**src/tsq_regs.vh**
```
// register map, field positions, reset values and commands of the sequencer
`ifndef TSQ_REGS_VH
`define TSQ_REGS_VH

// byte offsets on the register bus
`define TSQ_OFF_CTRL 8'h00
`define TSQ_OFF_SDLIM 8'h04
`define TSQ_OFF_C0LIM 8'h08
`define TSQ_OFF_CMD 8'h0c
`define TSQ_OFF_STATUS 8'h10
`define TSQ_OFF_C0VAL 8'h14
`define TSQ_OFF_STEPCNT 8'h18

// control register fields
`define TSQ_CTRL_EN_BIT 0
`define TSQ_CTRL_START_BIT 1

// status register fields
`define TSQ_ST_RUN_BIT 0
`define TSQ_ST_BUSY_BIT 1
`define TSQ_ST_TERM_BIT 2
`define TSQ_ST_JUMP_BIT 3
`define TSQ_ST_CMD_LSB 4
`define TSQ_ST_DONES_LSB 16

// reset values
`define TSQ_RST_LIMIT 16'h0000
`define TSQ_RST_DATA 32'h0000_0000

// step command codes
`define TSQ_CMD_STEP 2'h0
`define TSQ_CMD_JMPC0 2'h1
`define TSQ_CMD_C0INC 2'h2
`define TSQ_CMD_C0CLR 2'h3

// base delay added to every step, in sequencer clocks
`define TSQ_BASE_DELAY 17'h0_0001

`endif

```
**src/tsq_top.v**
```verilog
// trigger sequencer step delay and loop limits with an apb register slave
`timescale 1ns/1ps
`default_nettype none
`include "tsq_regs.vh"

module tsq_top (
  // clock and reset
  input wire i_core_clk,
  input wire i_rst_n,
  // apb slave
  input wire i_psel,
  input wire i_penable,
  input wire i_pwrite,
  input wire [7:0] i_paddr,
  input wire [31:0] i_pwdata,
  output reg [31:0] o_prdata,
  output reg o_pready,
  output reg o_pslverr,
  // sequencer state
  output reg o_sequencer_module_enable,
  output reg o_sequence_start,
  output wire o_step_busy,
  output wire o_step_done,
  output wire o_jump_taken,
  output wire o_c0_terminal
);

  // decoding shared by read data and error answer
  function is_mapped;
    input [7:0] addr;
    begin
      case (addr)
        `TSQ_OFF_CTRL: is_mapped = 1'b1;
        `TSQ_OFF_SDLIM: is_mapped = 1'b1;
        `TSQ_OFF_C0LIM: is_mapped = 1'b1;
        `TSQ_OFF_CMD: is_mapped = 1'b1;
        `TSQ_OFF_STATUS: is_mapped = 1'b1;
        `TSQ_OFF_C0VAL: is_mapped = 1'b1;
        `TSQ_OFF_STEPCNT: is_mapped = 1'b1;
        default: is_mapped = 1'b0;
      endcase
    end
  endfunction

  // register storage
  reg [15:0] step_delay_limit_q;
  reg [15:0] loop_counter0_limit_q;
  reg [1:0] cmd_code_q;
  reg step_go_q;
  reg jump_seen_q;
  reg [15:0] done_total_q;
  reg [31:0] rd_mux;
  reg [31:0] status_word;

  // bus phases
  wire acc_first;
  wire acc_last;
  wire wr_now;
  wire running;
  wire sd_locked;
  wire c0_locked;

  // submodule state
  wire timer_busy;
  wire timer_done;
  wire [16:0] timer_count;
  wire [15:0] c0_count;
  wire c0_jump;
  wire c0_term;
  wire loop_jump;
  wire loop_incr;
  wire loop_clear;
  wire cmd_accept;

  assign acc_first = i_psel & i_penable & ~o_pready;
  assign acc_last = i_psel & i_penable & o_pready;
  assign wr_now = acc_last & i_pwrite;
  assign running = o_sequencer_module_enable & o_sequence_start;
  assign sd_locked = running;
  assign c0_locked = running;

  // a command is taken only while running and the step timer is idle
  assign cmd_accept = wr_now && (i_paddr == `TSQ_OFF_CMD) && running &&
                      !timer_busy && !step_go_q;

  // command effects on counter 0 fire as the step completes
  assign loop_jump = timer_done && (cmd_code_q == `TSQ_CMD_JMPC0);
  assign loop_incr = timer_done && (cmd_code_q == `TSQ_CMD_C0INC);
  assign loop_clear = timer_done && (cmd_code_q == `TSQ_CMD_C0CLR);

  // one wait state: pready rises on the second access cycle
  always @(posedge i_core_clk) begin
    if (!i_rst_n) begin
      o_pready <= 1'b0;
    end else begin
      o_pready <= acc_first;
    end
  end

  // read data and error answer are loaded with pready
  always @(posedge i_core_clk) begin
    if (!i_rst_n) begin
      o_prdata <= `TSQ_RST_DATA;
      o_pslverr <= 1'b0;
    end else if (acc_first) begin
      o_pslverr <= ~is_mapped(i_paddr);
      if (!i_pwrite && is_mapped(i_paddr)) begin
        o_prdata <= rd_mux;
      end else begin
        o_prdata <= `TSQ_RST_DATA;
      end
    end else begin
      o_pslverr <= 1'b0;
    end
  end

  always @* begin
    status_word = `TSQ_RST_DATA;
    status_word[`TSQ_ST_RUN_BIT] = running;
    status_word[`TSQ_ST_BUSY_BIT] = timer_busy | step_go_q;
    status_word[`TSQ_ST_TERM_BIT] = c0_term;
    status_word[`TSQ_ST_JUMP_BIT] = jump_seen_q;
    status_word[`TSQ_ST_CMD_LSB+1:`TSQ_ST_CMD_LSB] = cmd_code_q;
    status_word[`TSQ_ST_DONES_LSB+15:`TSQ_ST_DONES_LSB] = done_total_q;
  end

  always @* begin
    rd_mux = `TSQ_RST_DATA;
    case (i_paddr)
      `TSQ_OFF_CTRL: begin
        rd_mux[`TSQ_CTRL_EN_BIT] = o_sequencer_module_enable;
        rd_mux[`TSQ_CTRL_START_BIT] = o_sequence_start;
      end
      `TSQ_OFF_SDLIM: begin
        rd_mux[15:0] = step_delay_limit_q;
      end
      `TSQ_OFF_C0LIM: begin
        rd_mux[15:0] = loop_counter0_limit_q;
      end
      `TSQ_OFF_CMD: begin
        rd_mux[1:0] = cmd_code_q;
      end
      `TSQ_OFF_STATUS: begin
        rd_mux = status_word;
      end
      `TSQ_OFF_C0VAL: begin
        rd_mux[15:0] = c0_count;
      end
      `TSQ_OFF_STEPCNT: begin
        rd_mux[16:0] = timer_count;
      end
      default: begin
        rd_mux = `TSQ_RST_DATA;
      end
    endcase
  end

  // control bits: start cannot stand without enable
  always @(posedge i_core_clk) begin
    if (!i_rst_n) begin
      o_sequencer_module_enable <= 1'b0;
      o_sequence_start <= 1'b0;
    end else if (wr_now && i_paddr == `TSQ_OFF_CTRL) begin
      o_sequencer_module_enable <= i_pwdata[`TSQ_CTRL_EN_BIT];
      o_sequence_start <= i_pwdata[`TSQ_CTRL_START_BIT] &
                          i_pwdata[`TSQ_CTRL_EN_BIT];
    end
  end

  // step delay limit
  always @(posedge i_core_clk) begin
    if (!i_rst_n) begin
      step_delay_limit_q <= `TSQ_RST_LIMIT;
    end else if (wr_now && i_paddr == `TSQ_OFF_SDLIM && !sd_locked) begin
      step_delay_limit_q <= i_pwdata[15:0];
    end
  end

  // counter 0 limit
  always @(posedge i_core_clk) begin
    if (!i_rst_n) begin
      loop_counter0_limit_q <= `TSQ_RST_LIMIT;
    end else if (wr_now && i_paddr == `TSQ_OFF_C0LIM && !c0_locked) begin
      loop_counter0_limit_q <= i_pwdata[15:0];
    end
  end

  // command launch into the step timer
  always @(posedge i_core_clk) begin
    if (!i_rst_n) begin
      cmd_code_q <= `TSQ_CMD_STEP;
      step_go_q <= 1'b0;
    end else if (cmd_accept) begin
      cmd_code_q <= i_pwdata[1:0];
      step_go_q <= 1'b1;
    end else begin
      step_go_q <= 1'b0;
    end
  end

  // jump flag stays until the next command or until running drops; a jump wins over that clear
  always @(posedge i_core_clk) begin
    if (!i_rst_n) begin
      jump_seen_q <= 1'b0;
    end else if (c0_jump) begin
      jump_seen_q <= 1'b1;
    end else if (cmd_accept || !running) begin
      jump_seen_q <= 1'b0;
    end
  end

  // completed steps, wraps at 16 bits
  always @(posedge i_core_clk) begin
    if (!i_rst_n) begin
      done_total_q <= 16'h0000;
    end else if (timer_done) begin
      done_total_q <= done_total_q + 16'h0001;
    end
  end

  tsq_step_timer u_timer (
    .i_core_clk(i_core_clk),
    .i_rst_n(i_rst_n),
    .i_go(step_go_q),
    .i_abort(~running),
    .i_limit(step_delay_limit_q),
    .o_busy(timer_busy),
    .o_done(timer_done),
    .o_count(timer_count)
  );

  tsq_loop_counter u_c0 (
    .i_core_clk(i_core_clk),
    .i_rst_n(i_rst_n),
    .i_clear(loop_clear),
    .i_jump(loop_jump),
    .i_incr(loop_incr),
    .i_limit(loop_counter0_limit_q),
    .o_count(c0_count),
    .o_jump_taken(c0_jump),
    .o_terminal(c0_term)
  );

  assign o_step_busy = timer_busy;
  assign o_step_done = timer_done;
  assign o_jump_taken = c0_jump;
  assign o_c0_terminal = c0_term;

endmodule
`default_nettype wire

```
**src/tsq_step_timer.v**
```verilog
// step delay timer: one step lasts the limit plus one base clock
`timescale 1ns/1ps
`default_nettype none
`include "tsq_regs.vh"

module tsq_step_timer (
  // clock and reset
  input wire i_core_clk,
  input wire i_rst_n,
  // control
  input wire i_go,
  input wire i_abort,
  input wire [15:0] i_limit,
  // state
  output reg o_busy,
  output reg o_done,
  output reg [16:0] o_count
);

  wire [16:0] end_count;

  assign end_count = {1'b0, i_limit} + `TSQ_BASE_DELAY;

  always @(posedge i_core_clk) begin
    if (!i_rst_n) begin
      o_busy <= 1'b0;
      o_done <= 1'b0;
      o_count <= 17'h0_0000;
    end else if (i_abort) begin
      o_busy <= 1'b0;
      o_done <= 1'b0;
      o_count <= 17'h0_0000;
    end else if (i_go && !o_busy) begin
      o_busy <= 1'b1;
      o_done <= 1'b0;
      o_count <= 17'h0_0000;
    end else if (o_busy) begin
      if (o_count + 17'h0_0001 == end_count) begin
        o_busy <= 1'b0;
        o_done <= 1'b1;
        o_count <= end_count;
      end else begin
        o_done <= 1'b0;
        o_count <= o_count + 17'h0_0001;
      end
    end else begin
      o_done <= 1'b0;
    end
  end

endmodule
`default_nettype wire

```
**src/tsq_loop_counter.v**
```verilog
// counter 0: loop count for jump steps or general purpose limit counter
`timescale 1ns/1ps
`default_nettype none

module tsq_loop_counter (
  // clock and reset
  input wire i_core_clk,
  input wire i_rst_n,
  // control
  input wire i_clear,
  input wire i_jump,
  input wire i_incr,
  input wire [15:0] i_limit,
  // state
  output reg [15:0] o_count,
  output reg o_jump_taken,
  output reg o_terminal
);

  wire at_limit;

  assign at_limit = (o_count == i_limit);

  always @(posedge i_core_clk) begin
    if (!i_rst_n) begin
      o_count <= 16'h0000;
      o_jump_taken <= 1'b0;
      o_terminal <= 1'b0;
    end else begin
      o_terminal <= at_limit;
      o_jump_taken <= 1'b0;
      if (i_clear) begin
        o_count <= 16'h0000;
      end else if (i_jump) begin
        // loop again until the count reaches the limit, then fall through
        if (at_limit) begin
          o_count <= 16'h0000;
        end else begin
          o_count <= o_count + 16'h0001;
          o_jump_taken <= 1'b1;
        end
      end else if (i_incr) begin
        // general purpose use: wraps to zero after the limit
        if (at_limit) begin
          o_count <= 16'h0000;
        end else begin
          o_count <= o_count + 16'h0001;
        end
      end
    end
  end

endmodule
`default_nettype wire

```
**config.mk**
```make
export PLATFORM = sky130hd
export DESIGN_NAME = tsq_top
export DESIGN_NICKNAME = d
export VERILOG_FILES = /design/src/tsq_top.v /design/src/tsq_step_timer.v /design/src/tsq_loop_counter.v
export VERILOG_INCLUDE_DIRS = /design/src
export SDC_FILE = /design/constraint.sdc
export NUM_CORES = 1
export LEC_CHECK = 0
export BUFFER_PORTS_ARGS = -buffer_cell sky130_fd_sc_hd__buf_4
export CAP_MARGIN = 20
export CORE_UTILIZATION = 45
export CTS_BUF_LIST = sky130_fd_sc_hd__clkbuf_4 sky130_fd_sc_hd__clkbuf_8 sky130_fd_sc_hd__clkbuf_16
export DETAILED_ROUTE_END_ITERATION = 6
export GPL_TIMING_DRIVEN = 0
export SYNTH_ARGS = -nofsm -noshare
export SYNTH_HDL_FRONTEND = slang
export SYNTH_SLANG_ARGS = --single-unit
export TNS_END_PERCENT = 5
```
**constraint.sdc**
```tcl
create_clock -name i_core_clk -period 3.86 [get_ports i_core_clk]
set_input_delay 0.772 -clock i_core_clk [delete_from_list [all_inputs] [get_ports i_core_clk]]
set_output_delay 0.772 -clock i_core_clk [all_outputs]
set_load 0.01 [all_outputs]
```
==> results.py, run 1 <==
metrics = {
    "logic_synthesis": {
        "synth_most_common_cell": "dfxtp_1",
        "synth_seq_area_share_pct": 40.6,
        "syn_area_sq_um": 6160,
        "synth_ff_type": "dfxtp_1",
        "synth_edf_count": 0,
        "ys_warn_count": 0,
        "synthDistinctLibCells": 48,
        "avgSynthCellArea_sq_um": 8.00,
        "ys_top_cells_by_count": "dfxtp_1, nand2_1, nor2_1",
        "syn-num-nets": 819,
        "netlist_top_cells_area": "dfxtp_1, xnor2_1, nand2_1",
        "synth_top_area_share_pct": 40.6,
        "postSynthCellCount": 770,
        "synth_async_sr_flop_share_pct": 0,
        "yosys.area.top_type": "dfxtp_1",
        "synth_seq_cells": 125,
    },
    "status": {
        "status": "finished, final reports clean",
    },
    "clocking": {
        "clk_pin_slew_ns": 0.06,
        "clk_latency_ns": 0.42,
        "cts_tree": "yes",
        "post-cts-setup-buffers": 0,
        "cts_hold_buf": 0,
        "cts-htree-levels": 4,
        "root_buffer": "clkbuf_16",
        "numCtsBuffers": 17,
        "cts.path.max_buffers": 2,
        "cts_resized": 0,
        "clock_sinks": 125,
    },
    "sta": {
        "slew_headroom_pct": 29.3,
        "tightest_slew_ns": 1.05,
        "whs_ns": 0.488,
        "fin_crit_sh_pct": 86.5,
        "hold_viol_final": 0,
        "period_minus_slack_ns": 3.34,
        "max_freq_mhz": 300,
        "rsz0062_at_grt": "no",
        "drv_slew": 0,
        "skew_ns": 0.00850,
        "setup_viol": 0,
        "fin_ws_ns": 0.522,
        "setup_tns_ns": 0,
    },
    "critical_path": {
        "crit_chain": "clkbuf_1 -> nand4_1 -> nor4_1 -> xnor2_1 -> xnor2_1 -> or3_1 -> or4_1 -> buf_2 -> buf_6 -> o41a_1 -> a21oi_1",
        "reg2reg_to": "u_timer.o_count[9]",
        "path_max_fanout": 10,
        "critPathArrivalTime_ns": 3.68,
        "cp-end-kind": "flop",
        "path_class": "reg2reg",
        "crit_path_start_kind": "flop",
        "rrSetupSlack_ns": 0.52,
        "r2r_start": "u_timer.o_count[7]",
        "cp.required_ns": 4.21,
        "ff2ff_path_depth": 11,
        "critPathMostFrequentCell": "xnor2_1",
        "crit_slowest_cell": "or4_1",
        "slowest_delay_ns": 0.48,
    },
    "final_layout": {
        "area_growth_syn_to_layout_pct": 20.4,
        "drive_gt1_share_pct": 12.9,
        "finalNetCount": 905,
        "postLayoutCellArea_sq_um": 7420,
        "nFillCells": 1278,
        "antenna_cells": 0,
    },
    "floorplanning": {
        "core_area_sq_um": 13300,
        "ioPinCount": 85,
        "row_count": 42,
        "initial_core_util_pct": 46.4,
        "dieArea_sq_um": 14200,
        "die_w_um": 119,
        "die_h_um": 119,
    },
    "hold_path": {
        "hold_path.startpoint": "loop_counter0_limit_q[6]",
        "whs_path_depth": 2,
        "hold_class": "reg2reg",
        "whs_endpoint": "loop_counter0_limit_q[6]",
    },
    "power_and_ir_drop": {
        "p_per_area_nw_per_um2": 377,
        "finalPower_w": 0.00280,
        "ir_worst_vdd_mv": 0.310,
        "p_leak_nw": 2.58,
    },
    "route": {
        "avgViaCountPerCell": 5.52,
        "first_iter_violations": 546,
        "drcViolationCount": 0,
        "postRouteWirelength_mm": 17.8,
        "dr.pass1.iters": 6,
        "vias": 5768,
        "ant_nets": 0,
        "wl_per_cell_um": 17.1,
    },
    "global_route": {
        "track_usage_pct": 25.9,
        "grt_max_degree": 17,
        "gr-total-overflow": 0,
        "grt_pass1_wl_mm": 28.2,
        "grt_pass1_vias": 5506,
        "grt_antenna_before_repair": 0,
    },
    "placed_design": {
        "numPortBuffers": 66,
        "gp_congestion": 0.945,
        "placed_area_sq_um": 6890,
        "place_ws_ns": 0.596,
        "dp_hpwl_mm": 13.6,
    },
    "job": {
        "cap_violations": 0,
    },
}
## flip-flops by register name, summed over array words and instances, names as in the netlist
name and flops:
u_c0.o_jump_taken 1, u_c0.o_terminal 1, cmd_code_q 2, step_delay_limit_q 16, done_total_q 16, o_pslverr 1, o_sequence_start 1, step_go_q 1
o_sequencer_module_enable 1, u_c0.o_count 16, u_timer.o_count 17, o_prdata 32, o_pready 1, u_timer.o_busy 1, u_timer.o_done 1, loop_counter0_limit_q 16
jump_seen_q 1
## area by class of cell
| class | count | area, sq um | area share [%] |
|---|---|---|---|
| Multi-Input combinational cell | 590 | 3440 | 46.4 |
| Sequential cell | 125 | 2500 | 33.7 |
| Timing Repair Buffer | 67 | 505 | 6.81 |
| Clock buffer | 18 | 433 | 5.83 |
| Tap cell | 176 | 220 | 2.97 |
| Buffer | 44 | 178 | 2.39 |
| Clock inverter | 14 | 98.8 | 1.33 |
| Inverter | 11 | 41.3 | 0.556 |
## worst max path at each step
stage	startpoint	to	slack (ns)	cells after the start
after global routing	u_timer.o_count[7]	u_timer.o_count[9]	0.35	11
final	u_timer.o_count[7]	u_timer.o_count[9]	0.52	11
after detailed placement	u_timer.o_count[7]	u_timer.o_count[9]	0.60	11
after global placement	i_paddr[1]	step_delay_limit_q[11]	0.24	9
after floorplan	u_timer.o_count[7]	u_timer.o_count[7]	0.99	10
after CTS	u_timer.o_count[7]	u_timer.o_count[9]	0.56	11
## routing by layer
| metal | track usage (%) | routed length (um) | vias to the layer above |
|---|---|---|---|
| met4 | 11.9 | 450 | 0 |
| met2 | 38.4 | 7750 | 202 |
| met1 | 35.7 | 8570 | 2702 |
| met3 | 5.65 | 1080 | 28 |
| met5 | 0 | 0 | - |
| li1 | - | - | 2836 |
## critical path: cells and delay by family (launching register included)
family | cells | cell delay, ns
compound gates | 2 | 0.53
xor+xnor | 2 | 0.28
buf+inv | 3 | 0.70
flops | 1 | 0.30
simple gates | 4 | 1.46
## cells by family (layout without fill, tap and decap cells)
logic type               after synthesis  after routing  share of synthesized area (%)
multiplexers                          11             11                           1.83
AND/OR/NAND/NOR                      345            345                           25.5
adder cells (fa/ha/maj)                5              5                          0.974
AO/OA/AOI/OAI                        133            133                           13.7
flip-flops                           125            125                           40.6
buffers and inverters                 55            154                           3.55
XOR/XNOR                              96             96                           13.9
## metrics by stage
step	utilization, %	std cells
floorplan	-	770
global placement	51.7	1012
detailed placement	51.8	1013
CTS	55.8	1045
global route	55.8	1045
finish	55.8	1045
## cells in the final DEF, fill, tap and decap left out, types with 4 or more instances in the layout
master / instances
dfxtp_1: 125
nand2_1: 124
nor2_1: 110
a21oi_1: 79
buf_4: 66
xnor2_1: 62
clkbuf_1: 37
xor2_1: 33
nand3_1: 23
nand4_1: 21
a22oi_1: 17
clkbuf_16: 17
nor4_1: 11
nor3_1: 11
and3_1: 11
inv_1: 10
a222oi_1: 10
mux2i_1: 9
or3_1: 6
and2_1: 6
o41a_1: 6
o22ai_1: 6
a221oi_1: 6
clkinv_2: 5
buf_2: 4
nor2b_1: 4
and4_1: 4
ha_1: 4
clkinv_4: 4
clkinvlp_4: 4
## report_power, final
part / internal [W] / switching (W)
registers: 0.00129 / 0.000000875
logic: 0.0000264 / 0.0000487
clock network: 0.000823 / 0.000608
Note: power is estimated with default switching activity, not from simulation.
==> run 2: changes to the inputs <==
- GPL_TIMING_DRIVEN: 0 -> unset
==> results.py, run 2 (same netlist as run 1, synthesis figures left out) <==
metrics = {
    "status": {
        "status": "finished, final reports clean",
    },
    "sta": {
        "rsz0062_at_grt": "no",
        "fin_crit_sh_pct": 87.4,
        "drv_slew": 0,
        "whs_ns": 0.483,
        "setup_viol": 0,
        "skew_ns": 0.00995,
        "max_freq_mhz": 296,
        "slew_headroom_pct": 44.7,
        "tightest_slew_ns": 0.829,
        "setup_tns_ns": 0,
        "hold_viol_final": 0,
        "period_minus_slack_ns": 3.37,
    },
    "route": {
        "first_iter_violations": 461,
        "dr.pass1.iters": 7,
        "avgViaCountPerCell": 5.50,
        "vias": 5545,
        "ant_nets": 0,
        "wl_per_cell_um": 16.6,
        "drcViolationCount": 0,
        "postRouteWirelength_mm": 16.8,
    },
    "floorplanning": {
        "core_area_sq_um": 13300,
        "die_w_um": 119,
        "ioPinCount": 85,
        "die_h_um": 119,
        "dieArea_sq_um": 14200,
        "row_count": 42,
        "initial_core_util_pct": 46.4,
    },
    "clocking": {
        "root_buffer": "clkbuf_16",
        "clk_pin_slew_ns": 0.06,
        "clk_latency_ns": 0.42,
        "clock_sinks": 125,
        "cts_hold_buf": 0,
        "cts_resized": 0,
        "cts.path.max_buffers": 2,
        "post-cts-setup-buffers": 0,
        "numCtsBuffers": 17,
        "cts_tree": "yes",
        "cts-htree-levels": 4,
    },
    "final_layout": {
        "reg.largest.list": "o_prdata: 32 flops, u_timer.o_count: 17 flops",
        "drive_gt1_share_pct": 14.2,
        "layout_common_cells": "dfxtp_1, nand2_1, nor2_1",
        "largest_reg_flops": 32,
        "finalNetCount": 870,
        "largest_register": "o_prdata",
        "area_growth_syn_to_layout_pct": 19.7,
        "antenna_cells": 0,
        "layout_commonest_cell": "dfxtp_1",
    },
    "power_and_ir_drop": {
        "ir_worst_vdd_mv": 0.334,
        "p_per_area_nw_per_um2": 397,
        "p_leak_nw": 2.58,
        "finalPower_w": 0.00293,
    },
    "critical_path": {
        "cp.required_ns": 4.20,
        "cp-end-kind": "flop",
        "r2r_start": "u_timer.o_count[2]",
        "critPathLaunch": "u_timer.o_count[2]",
        "path_max_fanout": 15,
        "crit_path_start_kind": "flop",
        "path_class": "reg2reg",
        "critPathArrivalTime_ns": 3.72,
    },
    "global_route": {
        "grt.met3_usage_pct": 6.13,
        "use_met1_pct": 34.9,
        "grt_antenna_before_repair": 0,
        "grt_util_met2_pct": 35.5,
        "grt_pass1_vias": 5137,
        "grt_max_degree": 51,
        "track_usage_pct": 24.4,
        "busiest_layer": "met2",
        "grt_pass1_wl_mm": 26.9,
        "gr-total-overflow": 0,
    },
    "placed_design": {
        "gp_congestion": 0.905,
        "dp_hpwl_mm": 12.3,
        "numPortBuffers": 68,
    },
    "job": {
        "cap_violations": 0,
    },
    "hold_path": {
        "hold_class": "reg2reg",
        "hold_path.startpoint": "loop_counter0_limit_q[7]",
    },
}
-- run 2: cell count changes in the layout (fill, tap and decap cells not counted), moves of 2 or more --
cell        before  now
buf_2            4    0
buf_4           66   76
clkinv_2         5    3
buf_1            2    0
clkinvlp_4       4    2
bufinv_16        0    2
clkbuf_1        37    0
-- run 2: metal layers --
metal	wire length (um)	vias to the layer above
met5	0	-
met4	224	0
met3	965	18
met2	7340	160
met1	8220	2606
li1	-	2761
-- run 2: area by class of cell --
type | count | area (sq um)
Tap cell | 176 | 220
Inverter | 11 | 41.3
Timing Repair Buffer | 76 | 571
Sequential cell | 125 | 2500
Clock buffer | 18 | 439
Clock inverter | 13 | 143
Multi-Input combinational cell | 590 | 3460
Fill cell | 1280 | 5920
-- run 2: final timing paths --
path	to	slack, ns	cells past startpoint
setup / recovery	u_timer.o_count[7]	0.49	8
hold / removal	loop_counter0_limit_q[7]	0.48	2
setup reg to reg	u_timer.o_count[7]	0.49	8
hold reg to reg	loop_counter0_limit_q[7]	0.48	2
-- run 2: power by group --
| part | total [W] | internal (W) | switching [W] |
|---|---|---|---|
| Clock | 0.00157 | 0.000966 | 0.000603 |
| Sequential | 0.00129 | 0.00129 | 0.000000861 |
| Combinational | 0.0000697 | 0.0000258 | 0.0000439 |
-- run 2: per-stage QoR --
step	utilization (%)	area (sq um)	worst slack, ns	instances
3_5_place_dp	51.1	6790	0.521	978
4_1_cts	55.5	7380	0.499	1009
3_3_place_gp	51.1	6790	0.583	978
2_1_floorplan	-	6160	0.990	770
5_1_grt	55.5	7380	0.269	1009
6_report	55.5	7380	0.486	1009
-- run 2: critical path, stage by stage, from the launching register on --
cell and delay (ns):
dfxtp_1 0.54, nand4_4 0.24, nor4_1 0.38, xnor2_1 0.18
xnor2_1 0.10, or3_1 0.37, or4_1 0.75, or4_1 0.57
a31oi_1 0.18
==> run 3: changes to the inputs <==
- ABC_AREA: unset -> 1
- CORE_UTILIZATION: 45 -> 46
- PLACE_DENSITY: unset -> 0.66
==> results.py, run 3 <==
metrics = {
    "logic_synthesis": {
        "synth_seq_area_share_pct": 37.1,
        "synth_most_common_cell": "nand2_1",
        "syn_area_sq_um": 6740,
        "ys_top_cells_by_count": "nand2_1, dfxtp_1, a21oi_1",
        "postSynthCellCount": 1049,
        "synthDistinctLibCells": 37,
        "avgSynthCellArea_sq_um": 6.42,
        "ys_warn_count": 0,
        "synth_edf_count": 0,
        "yosys.area.top_type": "dfxtp_1",
        "syn-num-nets": 1098,
        "synth_seq_cells": 125,
        "synth_top_area_share_pct": 37.1,
        "synth_async_sr_flop_share_pct": 0,
        "synth_ff_type": "dfxtp_1",
        "netlist_top_cells_area": "dfxtp_1, nand2_1, a21oi_1",
    },
    "route": {
        "vias": 6793,
        "wl_per_cell_um": 14.9,
        "ant_nets": 0,
        "drcViolationCount": 0,
        "first_iter_violations": 624,
        "avgViaCountPerCell": 5.21,
        "dr.pass1.iters": 7,
        "postRouteWirelength_mm": 19.5,
    },
    "sta": {
        "slew_headroom_pct": 38.8,
        "setup_tns_ns": 0,
        "drv_slew": 0,
        "fin_crit_sh_pct": 65.6,
        "rsz0062_at_grt": "no",
        "max_freq_mhz": 395,
        "period_minus_slack_ns": 2.53,
        "setup_viol": 0,
        "hold_viol_final": 0,
        "tightest_slew_ns": 0.913,
        "skew_ns": 0.0106,
    },
    "placed_design": {
        "gp_congestion": 0.924,
        "dp.cells": 1272,
        "numPortBuffers": 68,
        "dp_hpwl_mm": 14.7,
    },
    "clocking": {
        "cts-htree-levels": 4,
        "cts_resized": 0,
        "cts_hold_buf": 0,
        "numCtsBuffers": 17,
        "clk_pin_slew_ns": 0.06,
        "root_buffer": "clkbuf_16",
        "clk_latency_ns": 0.43,
        "post-cts-setup-buffers": 0,
        "cts_tree": "yes",
        "cts.path.max_buffers": 2,
        "clock_sinks": 125,
    },
    "final_layout": {
        "largest_reg_flops": 32,
        "final_cell_count_no_fill": 1304,
        "nFillCells": 1403,
        "layout_commonest_cell": "nand2_1",
        "drive_gt1_share_pct": 13.6,
        "largest_register": "o_prdata",
        "reg.largest.list": "o_prdata: 32 flops, u_timer.o_count: 17 flops",
        "layout_common_cells": "nand2_1, dfxtp_1, a21oi_1",
        "area_growth_syn_to_layout_pct": 18.6,
        "finalNetCount": 1160,
        "antenna_cells": 0,
    },
    "critical_path": {
        "r2r_start": "u_timer.o_count[0]",
        "critPathArrivalTime_ns": 2.88,
        "path_max_fanout": 16,
        "crit_chain": "buf_4 -> inv_1 -> nand3_2 -> nor2_1 -> nand2_1 -> nand3_1 -> nor3_1 -> nor2_2 -> o31ai_1 -> a21oi_1",
        "crit_slowest_cell": "nor2_2",
        "critPathLaunch": "i_paddr[6]",
        "cp.depth": 10,
        "ff2ff_path_depth": 13,
        "path_class": "in2reg",
        "slowest_delay_ns": 0.47,
        "cp-end-kind": "flop",
        "cp.required_ns": 4.21,
        "cp_num_buf_inv": 2,
        "cp_top_family": "simple AND/OR/NAND/NOR gates",
        "crit_path_start_kind": "primary input",
    },
    "floorplanning": {
        "row_count": 43,
        "dieArea_sq_um": 15100,
        "die_h_um": 123,
        "die_w_um": 123,
        "core_area_sq_um": 14100,
        "initial_core_util_pct": 47.8,
        "ioPinCount": 85,
    },
    "hold_path": {
        "hold_class": "reg2reg",
        "whs_path_depth": 2,
        "hold_path.startpoint": "o_prdata[29]",
    },
    "global_route": {
        "grt_antenna_before_repair": 0,
        "gr-total-overflow": 0,
        "grt_pass1_wl_mm": 30.8,
        "track_usage_pct": 26.8,
        "grt_pass1_vias": 5988,
        "grt_max_degree": 47,
    },
    "power_and_ir_drop": {
        "p_leak_nw": 3.22,
        "ir_worst_vdd_mv": 0.443,
        "p_per_area_nw_per_um2": 380,
    },
    "job": {
        "cap_violations": 0,
    },
    "status": {
        "status": "finished, final reports clean",
    },
}
==> run 3: area by class of cell <==
type / instances / area (sq um) / area share, %
clock inverter: 14 / 171 / 2.14
inverter: 122 / 458 / 5.73
timing repair buffer: 72 / 541 / 6.76
multi-input combinational: 773 / 3660 / 45.8
sequential: 125 / 2500 / 31.3
clock buffer: 18 / 439 / 5.49
tap: 180 / 225 / 2.82
==> run 3: worst reg2reg max path, stage by stage, from the launching register on <==
cell     delay [ns]
dfxtp_1        0.44
ha_1           0.27
nand3_1        0.17
nor2_4         0.26
nand3_2        0.11
nand2_1        0.07
nand2_1        0.09
nand3_1        0.08
nand2_1        0.05
nor2_1         0.11
nand3_1        0.10
nor2_2         0.15
nand2_1        0.07
nor2_1         0.26
==> run 3: final timing paths <==
path	to	slack [ns]
setup / recovery	o_prdata[3]	1.33
hold / removal	o_prdata[29]	0.46
setup reg to reg	u_timer.o_done	1.52
hold reg to reg	o_prdata[29]	0.46
==> run 3: power breakdown <==
part	switching, W	internal (W)	leakage, nW
registers	0.00000109	0.00129	1.01
logic	0.0000479	0.0000286	1.92
clock network	0.000677	0.000995	0.299
total	0.000726	0.00231	3.22
==> run 3: cells by family after synthesis <==
logic type	count (synthesis)	share of synthesized area [%]
buf+inv	151	8.60
flops	125	37.1
fa+ha+maj	4	0.743
compound gates	206	16.0
simple gates	542	34.8
xor+xnor	21	2.73
==> run 3: metrics by stage <==
step | worst slack (ns) | power [W] | util (%) | hold WS, ns | cell area, sq um
6_report | 1.33 | 0.00304 | 56.7 | 0.464 | 7990
5_1_grt | 1.13 | 0.00312 | 56.7 | 0.473 | 7990
4_1_cts | 1.38 | 0.00305 | 56.7 | 0.466 | 7990
3_5_place_dp | 0.929 | 0.00140 | 52.4 | 0.456 | 7380
3_3_place_gp | 0.980 | 0.00140 | 52.4 | 0.455 | 7380
2_1_floorplan | 1.90 | 0.00136 | - | 0.452 | 6740
==> run 3: routing by layer <==
metal / routed length [um] / vias to the layer above / GRT usage (%)
li1: - / 3512 / -
met1: 9360 / 3087 / 37.6
met2: 8560 / 170 / 40.1
met3: 1070 / 24 / 6.37
met4: 468 / 0 / 8.66
met5: 0 / - / 0
